[config.mk]
export PLATFORM = sky130hd
export DESIGN_NAME = pixel_window_subsample_readout
export DESIGN_NICKNAME = d
export VERILOG_FILES = /design/src/readout_pkg.sv /design/src/subsample_stepper.sv /design/src/pixel_window_subsample_readout.sv
export SDC_FILE = /design/constraint.sdc
export NUM_CORES = 1
export LEC_CHECK = 0
export BUFFER_PORTS_ARGS = -buffer_cell sky130_fd_sc_hd__buf_2
export CAP_MARGIN = 25
export CORE_MARGIN = 2
export CORE_UTILIZATION = 45
export DETAILED_ROUTE_END_ITERATION = 8
export GPL_TIMING_DRIVEN = 0
export PLACE_DENSITY_LB_ADDON = 0.3
export SETUP_SLACK_MARGIN = 0.15
export SYNTH_ARGS = -nofsm -noshare
export SYNTH_HDL_FRONTEND = slang
export SYNTH_HIERARCHICAL = 1
export SYNTH_SLANG_ARGS = --single-unit
[constraint.sdc]
create_clock -name clk -period 3.55 [get_ports clk]
set_input_delay 0.1775 -clock clk [delete_from_list [all_inputs] [get_ports clk]]
set_output_delay 0.1775 -clock clk [all_outputs]
set_load 0.02 [all_outputs]
[src/readout_pkg.sv]
/*
 * shared constants, register map and carrier types for the window and
 * subsample readout block.
 * assumes a 10 MHz system clock and a single AHB-Lite slave port.
 */
`default_nettype none
package readout_pkg;
	// register byte addresses
	localparam logic [7:0] CTRL_ADDR   = 8'h00;
	localparam logic [7:0] WINDOW_ADDR = 8'h04;
	localparam logic [7:0] GAIN_ADDR   = 8'h08;
	localparam logic [7:0] DAC_ADDR    = 8'h0c;
	localparam logic [7:0] STATUS_ADDR = 8'h10;

	// window field positions
	localparam int COL_IDX_LSB = 0;
	localparam int ROW_IDX_LSB = 8;
	localparam int ROW_POS_LSB = 16;

	// grid of start positions
	localparam int          ADDR_W      = 12;
	localparam logic [6:0]  COL_IDX_MAX = 7'h62;   // 99 positions
	localparam logic [7:0]  ROW_IDX_MAX = 8'h89;   // 138 positions
	localparam logic [4:0]  BLOCK_PIX   = 5'h18;   // pattern repeat width

	// row blanking time
	localparam int          CLK_NS      = 100;
	localparam int          RBT_NS      = 7200;
	localparam int          RBT_CYCLES  = (RBT_NS + CLK_NS - 1) / CLK_NS;

	// reset values
	localparam logic [3:0]  GAIN_RESET  = 4'h0;
	localparam logic [7:0]  DAC_RESET   = 8'h00;

	typedef struct packed {
		logic       calibrate;
		logic [2:0] subsample;
		logic       single_adc;
		logic       amp_standby;
		logic       one_out;
		logic       nondestructive_readout;
	} cfg_t;

	localparam cfg_t CFG_RESET = '0;

	typedef struct packed {
		logic [7:0] dark;
		logic [7:0] fine;
		logic [7:0] raw;
	} dac_t;

	// step between pixel pairs for a subsample code
	function automatic logic [4:0] step_of(input logic [2:0] code);
		if (code[2])
			return 5'h0c;
		else if (code == 3'h3)
			return 5'h08;
		else if (code == 3'h2)
			return 5'h06;
		else if (code == 3'h1)
			return 5'h04;
		else
			return 5'h02;
	endfunction

	// column start address from its index: index times 24
	function automatic logic [ADDR_W-1:0] col_base(input logic [6:0] idx);
		return ADDR_W'({idx, 4'h0}) + ADDR_W'({idx, 3'h0});
	endfunction
endpackage
`default_nettype wire

[src/subsample_stepper.sv]
/*
 * address stepper for one shift register direction.
 * assumes load and advance are single-cycle strobes synchronous to clk.
 */
`default_nettype none
module subsample_stepper
	import readout_pkg::*;
#(
	parameter int W      = 12,
	parameter bit PAIRED = 1'b1
) (
	input  wire logic         clk,
	input  wire logic         rst_n,
	input  wire logic         ce,
	input  wire logic         load,
	input  wire logic [W-1:0] base,
	input  wire logic         advance,
	input  wire logic [4:0]   step,
	output logic      [W-1:0] addr
);
	logic phase;

	// refused at elaboration: a narrower stepper cannot hold the last start address
	if (W < 8) begin : g_bad_width
		$error("stepper width too small");
	end

	// paired: both columns move together, so the pair jumps by the full step.
	// single: rows go one at a time, two adjacent rows then the skip.
	always_ff @(posedge clk or negedge rst_n) begin
		if (!rst_n) begin
			addr  <= '0;
			phase <= 1'b0;
		end else if (ce) begin
			if (load) begin
				addr  <= base;
				phase <= 1'b0;
			end else if (advance) begin
				if (PAIRED)
					addr <= addr + W'(step);
				else if (!phase)
					addr <= addr + W'(1);
				else
					addr <= addr + W'(step - 5'h01);
				phase <= PAIRED ? 1'b0 : !phase;
			end
		end
	end
endmodule
`default_nettype wire

[src/pixel_window_subsample_readout.sv]
/*
 * readout addressing and output configuration with an AHB-Lite register port.
 * assumes frame_start, row_clock and pixel_tick are synchronous one-cycle
 * strobes from the camera controller; hready is this slave's own hreadyout.
 */
// What this block does
// - frame start loads the programmed row start address into the row register
// - each row clock selects next row, starts blanking, loads column start
// - column start in steps of 24 on even addresses, row start in steps of 1
// - after reset the output multiplexer uses two separate outputs
// - single-output bit merges both buses onto output 1, idles second path
// - amplifier standby bit puts the whole output chain in standby
// - gain chosen by 4-bit code, 0000 lowest to 1111 highest
// - each offset DAC takes an 8-bit code
// - during amplifier calibration the dark DAC level drives the buses, except in nondestructive mode
// - nondestructive mode ties bus references to the fine DAC continuously
// - two converters split even and odd columns, or one takes all
// - 3-bit code picks step 2, 4, 6, 8 or 12, two pixels each
// - columns addressed in pairs onto both buses, rows one at a time
// - 99 column and 138 row starting positions
// - subsample patterns repeat over a 24-pixel block
`default_nettype none
module pixel_window_subsample_readout
	import readout_pkg::*;
(
	input  wire logic              clk,
	input  wire logic              rst_n,
	input  wire logic              ce,
	input  wire logic              hsel,
	input  wire logic [31:0]       haddr,
	input  wire logic [1:0]        htrans,
	input  wire logic              hwrite,
	input  wire logic [2:0]        hsize,
	input  wire logic [31:0]       hwdata,
	input  wire logic              hready,
	output logic                   hreadyout,
	output logic      [31:0]       hrdata,
	output logic                   hresp,
	input  wire logic              frame_start,
	input  wire logic              row_clock,
	input  wire logic              pixel_tick,
	output logic      [ADDR_W-1:0] row_addr,
	output logic      [ADDR_W-1:0] col_addr,
	output logic                   row_blank,
	output logic                   mux_odd,
	output logic                   out2_standby,
	output logic                   amp_standby,
	output logic      [3:0]        gain_code,
	output dac_t                   dac_code,
	output logic                   ref_to_fine,
	output logic                   drive_dark,
	output logic                   adc_even_en,
	output logic                   adc_odd_en
);
	cfg_t       cfg;
	dac_t       dac;
	logic [3:0] gain;
	logic [6:0] col_start;
	logic [7:0] row_start;
	logic [6:0] col_start_act;
	logic [2:0] sub_act;
	logic       one_out_act;
	logic [6:0] blank_cnt;
	logic       wr_pend;
	logic [7:0] wr_addr;
	logic       next_accept;
	logic [4:0] step;
	logic       col_advance;

	if (RBT_CYCLES < 1 || RBT_CYCLES > 127) begin : g_bad_blank
		$error("blanking count does not fit its counter");
	end

	// bus slave: zero wait states, reads answered from a flip-flop in the data phase
	assign next_accept = hsel && htrans[1] && hready;

	always_ff @(posedge clk or negedge rst_n) begin
		if (!rst_n) begin
			hreadyout <= 1'b1;
			hresp     <= 1'b0;
			wr_pend   <= 1'b0;
			wr_addr   <= 8'h00;
		end else if (ce) begin
			hreadyout <= 1'b1;
			hresp     <= 1'b0;
			wr_pend   <= next_accept && hwrite && hsize == 3'h2 && haddr[31:8] == 24'h00_0000;
			wr_addr   <= haddr[7:0];
		end
	end

	always_ff @(posedge clk or negedge rst_n) begin
		if (!rst_n) begin
			hrdata <= 32'h0000_0000;
		end else if (ce) begin
			if (!next_accept || hwrite)
				hrdata <= 32'h0000_0000;
			else if (haddr[31:8] != 24'h00_0000)
				hrdata <= 32'h0000_0000;
			else if (haddr[7:0] == CTRL_ADDR)
				hrdata <= {24'h00_0000, cfg};
			else if (haddr[7:0] == WINDOW_ADDR)
				hrdata <= {16'h0000, row_start, 1'b0, col_start};
			else if (haddr[7:0] == GAIN_ADDR)
				hrdata <= {28'h000_0000, gain};
			else if (haddr[7:0] == DAC_ADDR)
				hrdata <= {8'h00, dac};
			else if (haddr[7:0] == STATUS_ADDR)
				hrdata <= {4'h0, row_addr, 3'h0, row_blank, col_addr};
			else
				hrdata <= 32'h0000_0000;
		end
	end

	// writable settings; out-of-range start indices are clamped to the last position
	always_ff @(posedge clk or negedge rst_n) begin
		if (!rst_n) begin
			cfg       <= CFG_RESET;
			gain      <= GAIN_RESET;
			dac       <= {DAC_RESET, DAC_RESET, DAC_RESET};
			col_start <= 7'h00;
			row_start <= 8'h00;
		end else if (ce && wr_pend) begin
			if (wr_addr == CTRL_ADDR)
				cfg <= hwdata[7:0];
			else if (wr_addr == WINDOW_ADDR) begin
				col_start <= (hwdata[COL_IDX_LSB +: 7] > COL_IDX_MAX)
					? COL_IDX_MAX : hwdata[COL_IDX_LSB +: 7];
				row_start <= (hwdata[ROW_IDX_LSB +: 8] > ROW_IDX_MAX)
					? ROW_IDX_MAX : hwdata[ROW_IDX_LSB +: 8];
			end else if (wr_addr == GAIN_ADDR)
				gain <= hwdata[3:0];
			else if (wr_addr == DAC_ADDR)
				dac <= hwdata[23:0];
		end
	end

	// window and pattern are taken at frame start so a frame never mixes settings
	always_ff @(posedge clk or negedge rst_n) begin
		if (!rst_n) begin
			col_start_act <= 7'h00;
			sub_act       <= 3'h0;
			one_out_act   <= 1'b0;
		end else if (ce && frame_start) begin
			col_start_act <= col_start;
			sub_act       <= cfg.subsample;
			one_out_act   <= cfg.one_out;
		end
	end

	assign step = step_of(sub_act);

	// the row start is a plain index, any row can open a window
	subsample_stepper #(
		.W      (ADDR_W),
		.PAIRED (1'b0)
	) u_rows (
		.clk     (clk),
		.rst_n   (rst_n),
		.ce      (ce),
		.load    (frame_start),
		.base    (ADDR_W'(row_start)),
		.advance (row_clock),
		.step    (step),
		.addr    (row_addr)
	);

	// steps divide 24 and starts sit on 24-pixel blocks, so edges never move
	subsample_stepper #(
		.W      (ADDR_W),
		.PAIRED (1'b1)
	) u_cols (
		.clk     (clk),
		.rst_n   (rst_n),
		.ce      (ce),
		.load    (row_clock || frame_start),
		// at frame start the latched copy is still the old one, so take the register itself
		.base    (col_base(frame_start ? col_start : col_start_act)),
		.advance (col_advance),
		.step    (step),
		.addr    (col_addr)
	);

	// one output carries both bus signals alternately, so a pair takes two ticks
	assign col_advance = pixel_tick && !row_clock && !frame_start && !row_blank
		&& (!one_out_act || mux_odd);

	always_ff @(posedge clk or negedge rst_n) begin
		if (!rst_n) begin
			mux_odd <= 1'b0;
		end else if (ce) begin
			if (row_clock || frame_start || !one_out_act)
				mux_odd <= 1'b0;
			else if (pixel_tick && !row_blank)
				mux_odd <= !mux_odd;
		end
	end

	// row blanking: fixed length after each row clock, pixels wait it out
	always_ff @(posedge clk or negedge rst_n) begin
		if (!rst_n) begin
			blank_cnt <= 7'h00;
			row_blank <= 1'b0;
		end else if (ce) begin
			if (row_clock) begin
				blank_cnt <= 7'(RBT_CYCLES - 1);
				row_blank <= 1'b1;
			end else if (blank_cnt != 7'h00) begin
				blank_cnt <= blank_cnt - 7'h01;
			end else begin
				row_blank <= 1'b0;
			end
		end
	end

	// analog configuration outputs
	always_ff @(posedge clk or negedge rst_n) begin
		if (!rst_n) begin
			out2_standby <= 1'b0;
			amp_standby  <= 1'b0;
			gain_code    <= GAIN_RESET;
			dac_code     <= {DAC_RESET, DAC_RESET, DAC_RESET};
			ref_to_fine  <= 1'b0;
			drive_dark   <= 1'b0;
			adc_even_en  <= 1'b1;
			adc_odd_en   <= 1'b1;
		end else if (ce) begin
			amp_standby  <= cfg.amp_standby;
			out2_standby <= cfg.amp_standby || cfg.one_out;
			gain_code    <= gain;
			dac_code     <= dac;
			ref_to_fine  <= cfg.nondestructive_readout;
			// in nondestructive mode references stay on the fine DAC, not the dark level
			drive_dark   <= (cfg.calibrate || row_blank) && !cfg.nondestructive_readout;
			adc_even_en  <= !cfg.amp_standby;
			adc_odd_en   <= !cfg.amp_standby && !cfg.single_adc;
		end
	end
endmodule
`default_nettype wire

==> results.cfg <==
[yosys]
synth.top_cell.area_share = 0.482
synthCells = 765
ys_ff_latch = 167
ys_warn_count = 6
synth_area_leader_cell = dfrtp_1
synthArstFlopShare = 1.00
syn_area_um2 = 8570
seq_area_frac_synth = 0.488
syn_avg_cell_area_um2 = 11.2
synth_edf_count = 0
synth.distinct_cells = 85
synthTopCellsByArea = dfrtp_1 (48%), mux2_2 (12%), ha_1 (3.9%)
synth_ff_type = dfrtp_1

[min_path]
hold_depth = 2
holdPathEnd = dac[7]$_DFFE_PN0P_
min_path_type = input pin to register
hp-start = hwdata[7]

[floorplan]
initial_utilization = 0.458
core_um2 = 18700
die_w_um = 142
fp.dieH_um = 142
io-pin-count = 172
core.rowCount = 50
dieArea_um2 = 20200

[grt]
grt_pass1_vias = 6646
grt_pass1_wl_um = 36000
track_usage = 0.233
gr-total-overflow = 0
grt_start_max_net_pins = 103
antenna_found_initial = 1

[critical_path]
crit_path_top_delay_cell = dfrtp_1
crit_path_end_kind = register
r2r_end = u_rows/addr[11]$_DFFE_PN0P_
timing.rr.start = sub_act[0]$_DFFE_PN0P_
crit_arrival_ps = 3510
worst-r2r-setup-slack_ps = 340
cp_cell_sequence = xnor2_1, nand2b_1, nor3_2, nand3_2, inv_2, ha_1, and3_2, a221o_1, or4_1, nor2_1, a31o_1, or4_1, nand3_1
required_ps = 3850
worstRegToRegCells = 13
worstSetupPathType = register to register
crit_fanout = 7
slowest_delay_ps = 420
path_common_cell = or4_1
crit_path_start_kind = register

[final_layout]
final_common_cell = dfrtp_1
syn_to_final_growth_pct = 22.1
layout-drive-gt1-share = 0.330
stdcell_area_um2 = 10500
layout_common_cells = dfrtp_1 (165), buf_2 (161), mux2_2 (92)
num_antenna_cells = 0
multiInputGateArea_um2 = 4180
fin_cells = 1215
seq_area_um2 = 4180
final_nets = 1076
fillers = 1569

[placement]
io_buffers = 155
place_area_um2 = 9740
dp_hpwl_um = 17200
place_inst = 1173
place.gp.congestion = 0.885

[drt]
ant_nets = 0
vias = 6891
drt-total-wl_um = 23200
first_pass_iters = 5
first_iter_violations = 548
wire_per_inst_um = 19.1
vias_per_cell = 5.67
drc = 0

[timing]
min_period_ps = 3210
rsz0062_at_grt = false
max_freq_mhz = 312
finClkSkew_ps = 11.5
slew_viol_final = 0
setup_tns_ps = 0
finalHoldViolCount = 0
hold_slack_ps = 15.6
slew_headroom = 0.300
final.period_utilization = 0.903
worstMarginPinSlew_ps = 1040
setup_violations = 0

[cts]
clkSlewWorstSetupHoldPaths_ps = 60
cts_tree = yes
cts_made_buffers = 17
cts.sinks = 167
cts_root_buffer = clkbuf_16
cts-htree-levels = 4
clockBufferDepth = 2
clk-insertion-delay-late_ps = 430

[power_and_ir_drop]
p_total_w = 0.00443
p_leak_nw = 5.27
ir_drop_uv = 344
power_density_nw_per_um2 = 423

[flow_run]
maxCapViolations = 0

[outcome]
outcome = completed
how the worst max path moves through the flow:
stage          slack [ps]              startpoint                     endpoint  depth (start not counted)
2_1_floorplan         560  sub_act[0]$_DFFE_PN0P_  u_rows/addr[11]$_DFFE_PN0P_                         13
3_3_place_gp         -380                   rst_n      dac_code[2]$_DFFE_PN0P_                          1
3_5_place_dp          140  sub_act[0]$_DFFE_PN0P_  u_rows/addr[11]$_DFFE_PN0P_                         13
4_1_cts               200  sub_act[0]$_DFFE_PN0P_  u_rows/addr[11]$_DFFE_PN0P_                         13
5_1_grt               170  sub_act[0]$_DFFE_PN0P_  u_rows/addr[11]$_DFFE_PN0P_                         13
6_report              340  sub_act[0]$_DFFE_PN0P_  u_rows/addr[11]$_DFFE_PN0P_                         13
worst max-delay path: cells and delay by family, from the launching register on:
family	cells	cell delay, ps
simple gates	8	1550
compound gates	2	460
flops	1	420
fa+ha+maj	1	320
xor+xnor	1	170
buf+inv	1	150
report_power, final:
group          internal (W)  leakage, nW  switching [W]
Clock               0.00113        0.292       0.000767
Combinational      0.000192         2.72       0.000294
Sequential          0.00196         2.26      0.0000780
Total               0.00329         5.27        0.00114
registers in the layout (all words and copies together), names as in the netlist, 3 cells and up:
name / cells
u_cols/addr: 12
hrdata: 28
row_start: 8
dac: 24
cfg: 8
dac_code: 24
wr_addr: 8
col_start_act: 7
sub_act: 3
blank_cnt: 7
u_rows/addr: 12
gain_code: 4
gain: 4
col_start: 7
repair_timing:
action | 4_1_cts | 5_1_grt
buffers inserted | 0 | 0
hold buffers | 9 | 1
resized for setup | 1 | 4
endpoints found under the hold margin | 73 | 1
setup endpoints to repair | 1 | 2
pin swaps | 0 | 1
cells in the mapped netlist, types with 15 or more instances:
| library cell | number |
|---|---|
| dfrtp_1 | 165 |
| nor2_1 | 25 |
| nand2_1 | 57 |
| o21ai_0 | 39 |
| nand3_1 | 15 |
| inv_1 | 25 |
| clkbuf_1 | 19 |
| a21oi_1 | 32 |
| mux2_2 | 92 |
| o2bb2ai_1 | 26 |
| nor3_1 | 16 |
| ha_1 | 27 |
routing by layer:
| metal | GRT usage | wire length [um] | up-vias |
|---|---|---|---|
| met5 | 0 | 13 | - |
| met4 | 0.0711 | 435 | 2 |
| met3 | 0.0585 | 1600 | 30 |
| met2 | 0.372 | 10900 | 263 |
| met1 | 0.316 | 10300 | 3379 |
| li1 | - | - | 3217 |
layout make-up:
class,instances,share of cell area
Clock buffer,21,0.0431
Buffer,37,0.0187
Tap cell,234,0.0280
Inverter,26,0.00933
Sequential cell,167,0.400
Timing Repair Buffer,166,0.0873
Multi-Input combinational cell,553,0.400
Clock inverter,11,0.0141
per-stage QoR:
| step | util | setup WS [ps] |
|---|---|---|
| 2_1_floorplan | - | 564 |
| 3_3_place_gp | 0.519 | -383 |
| 3_5_place_dp | 0.521 | 144 |
| 4_1_cts | 0.558 | 204 |
| 5_1_grt | 0.559 | 166 |
| 6_report | 0.559 | 344 |
logic make-up after synthesis:
family                     after synthesis  share of synthesized area
AOI/OAI and AO/OA                      188                      0.154
xor gates and xnor gates                18                     0.0184
adders and majority gates               30                     0.0464
buffers and inverters                   63                     0.0342
DFF                                    167                      0.488
muxes                                  104                      0.135
other                                    2                   0.000876
and+or+nand+nor                        193                      0.123
Note: power is estimated with default switching activity, not from simulation.
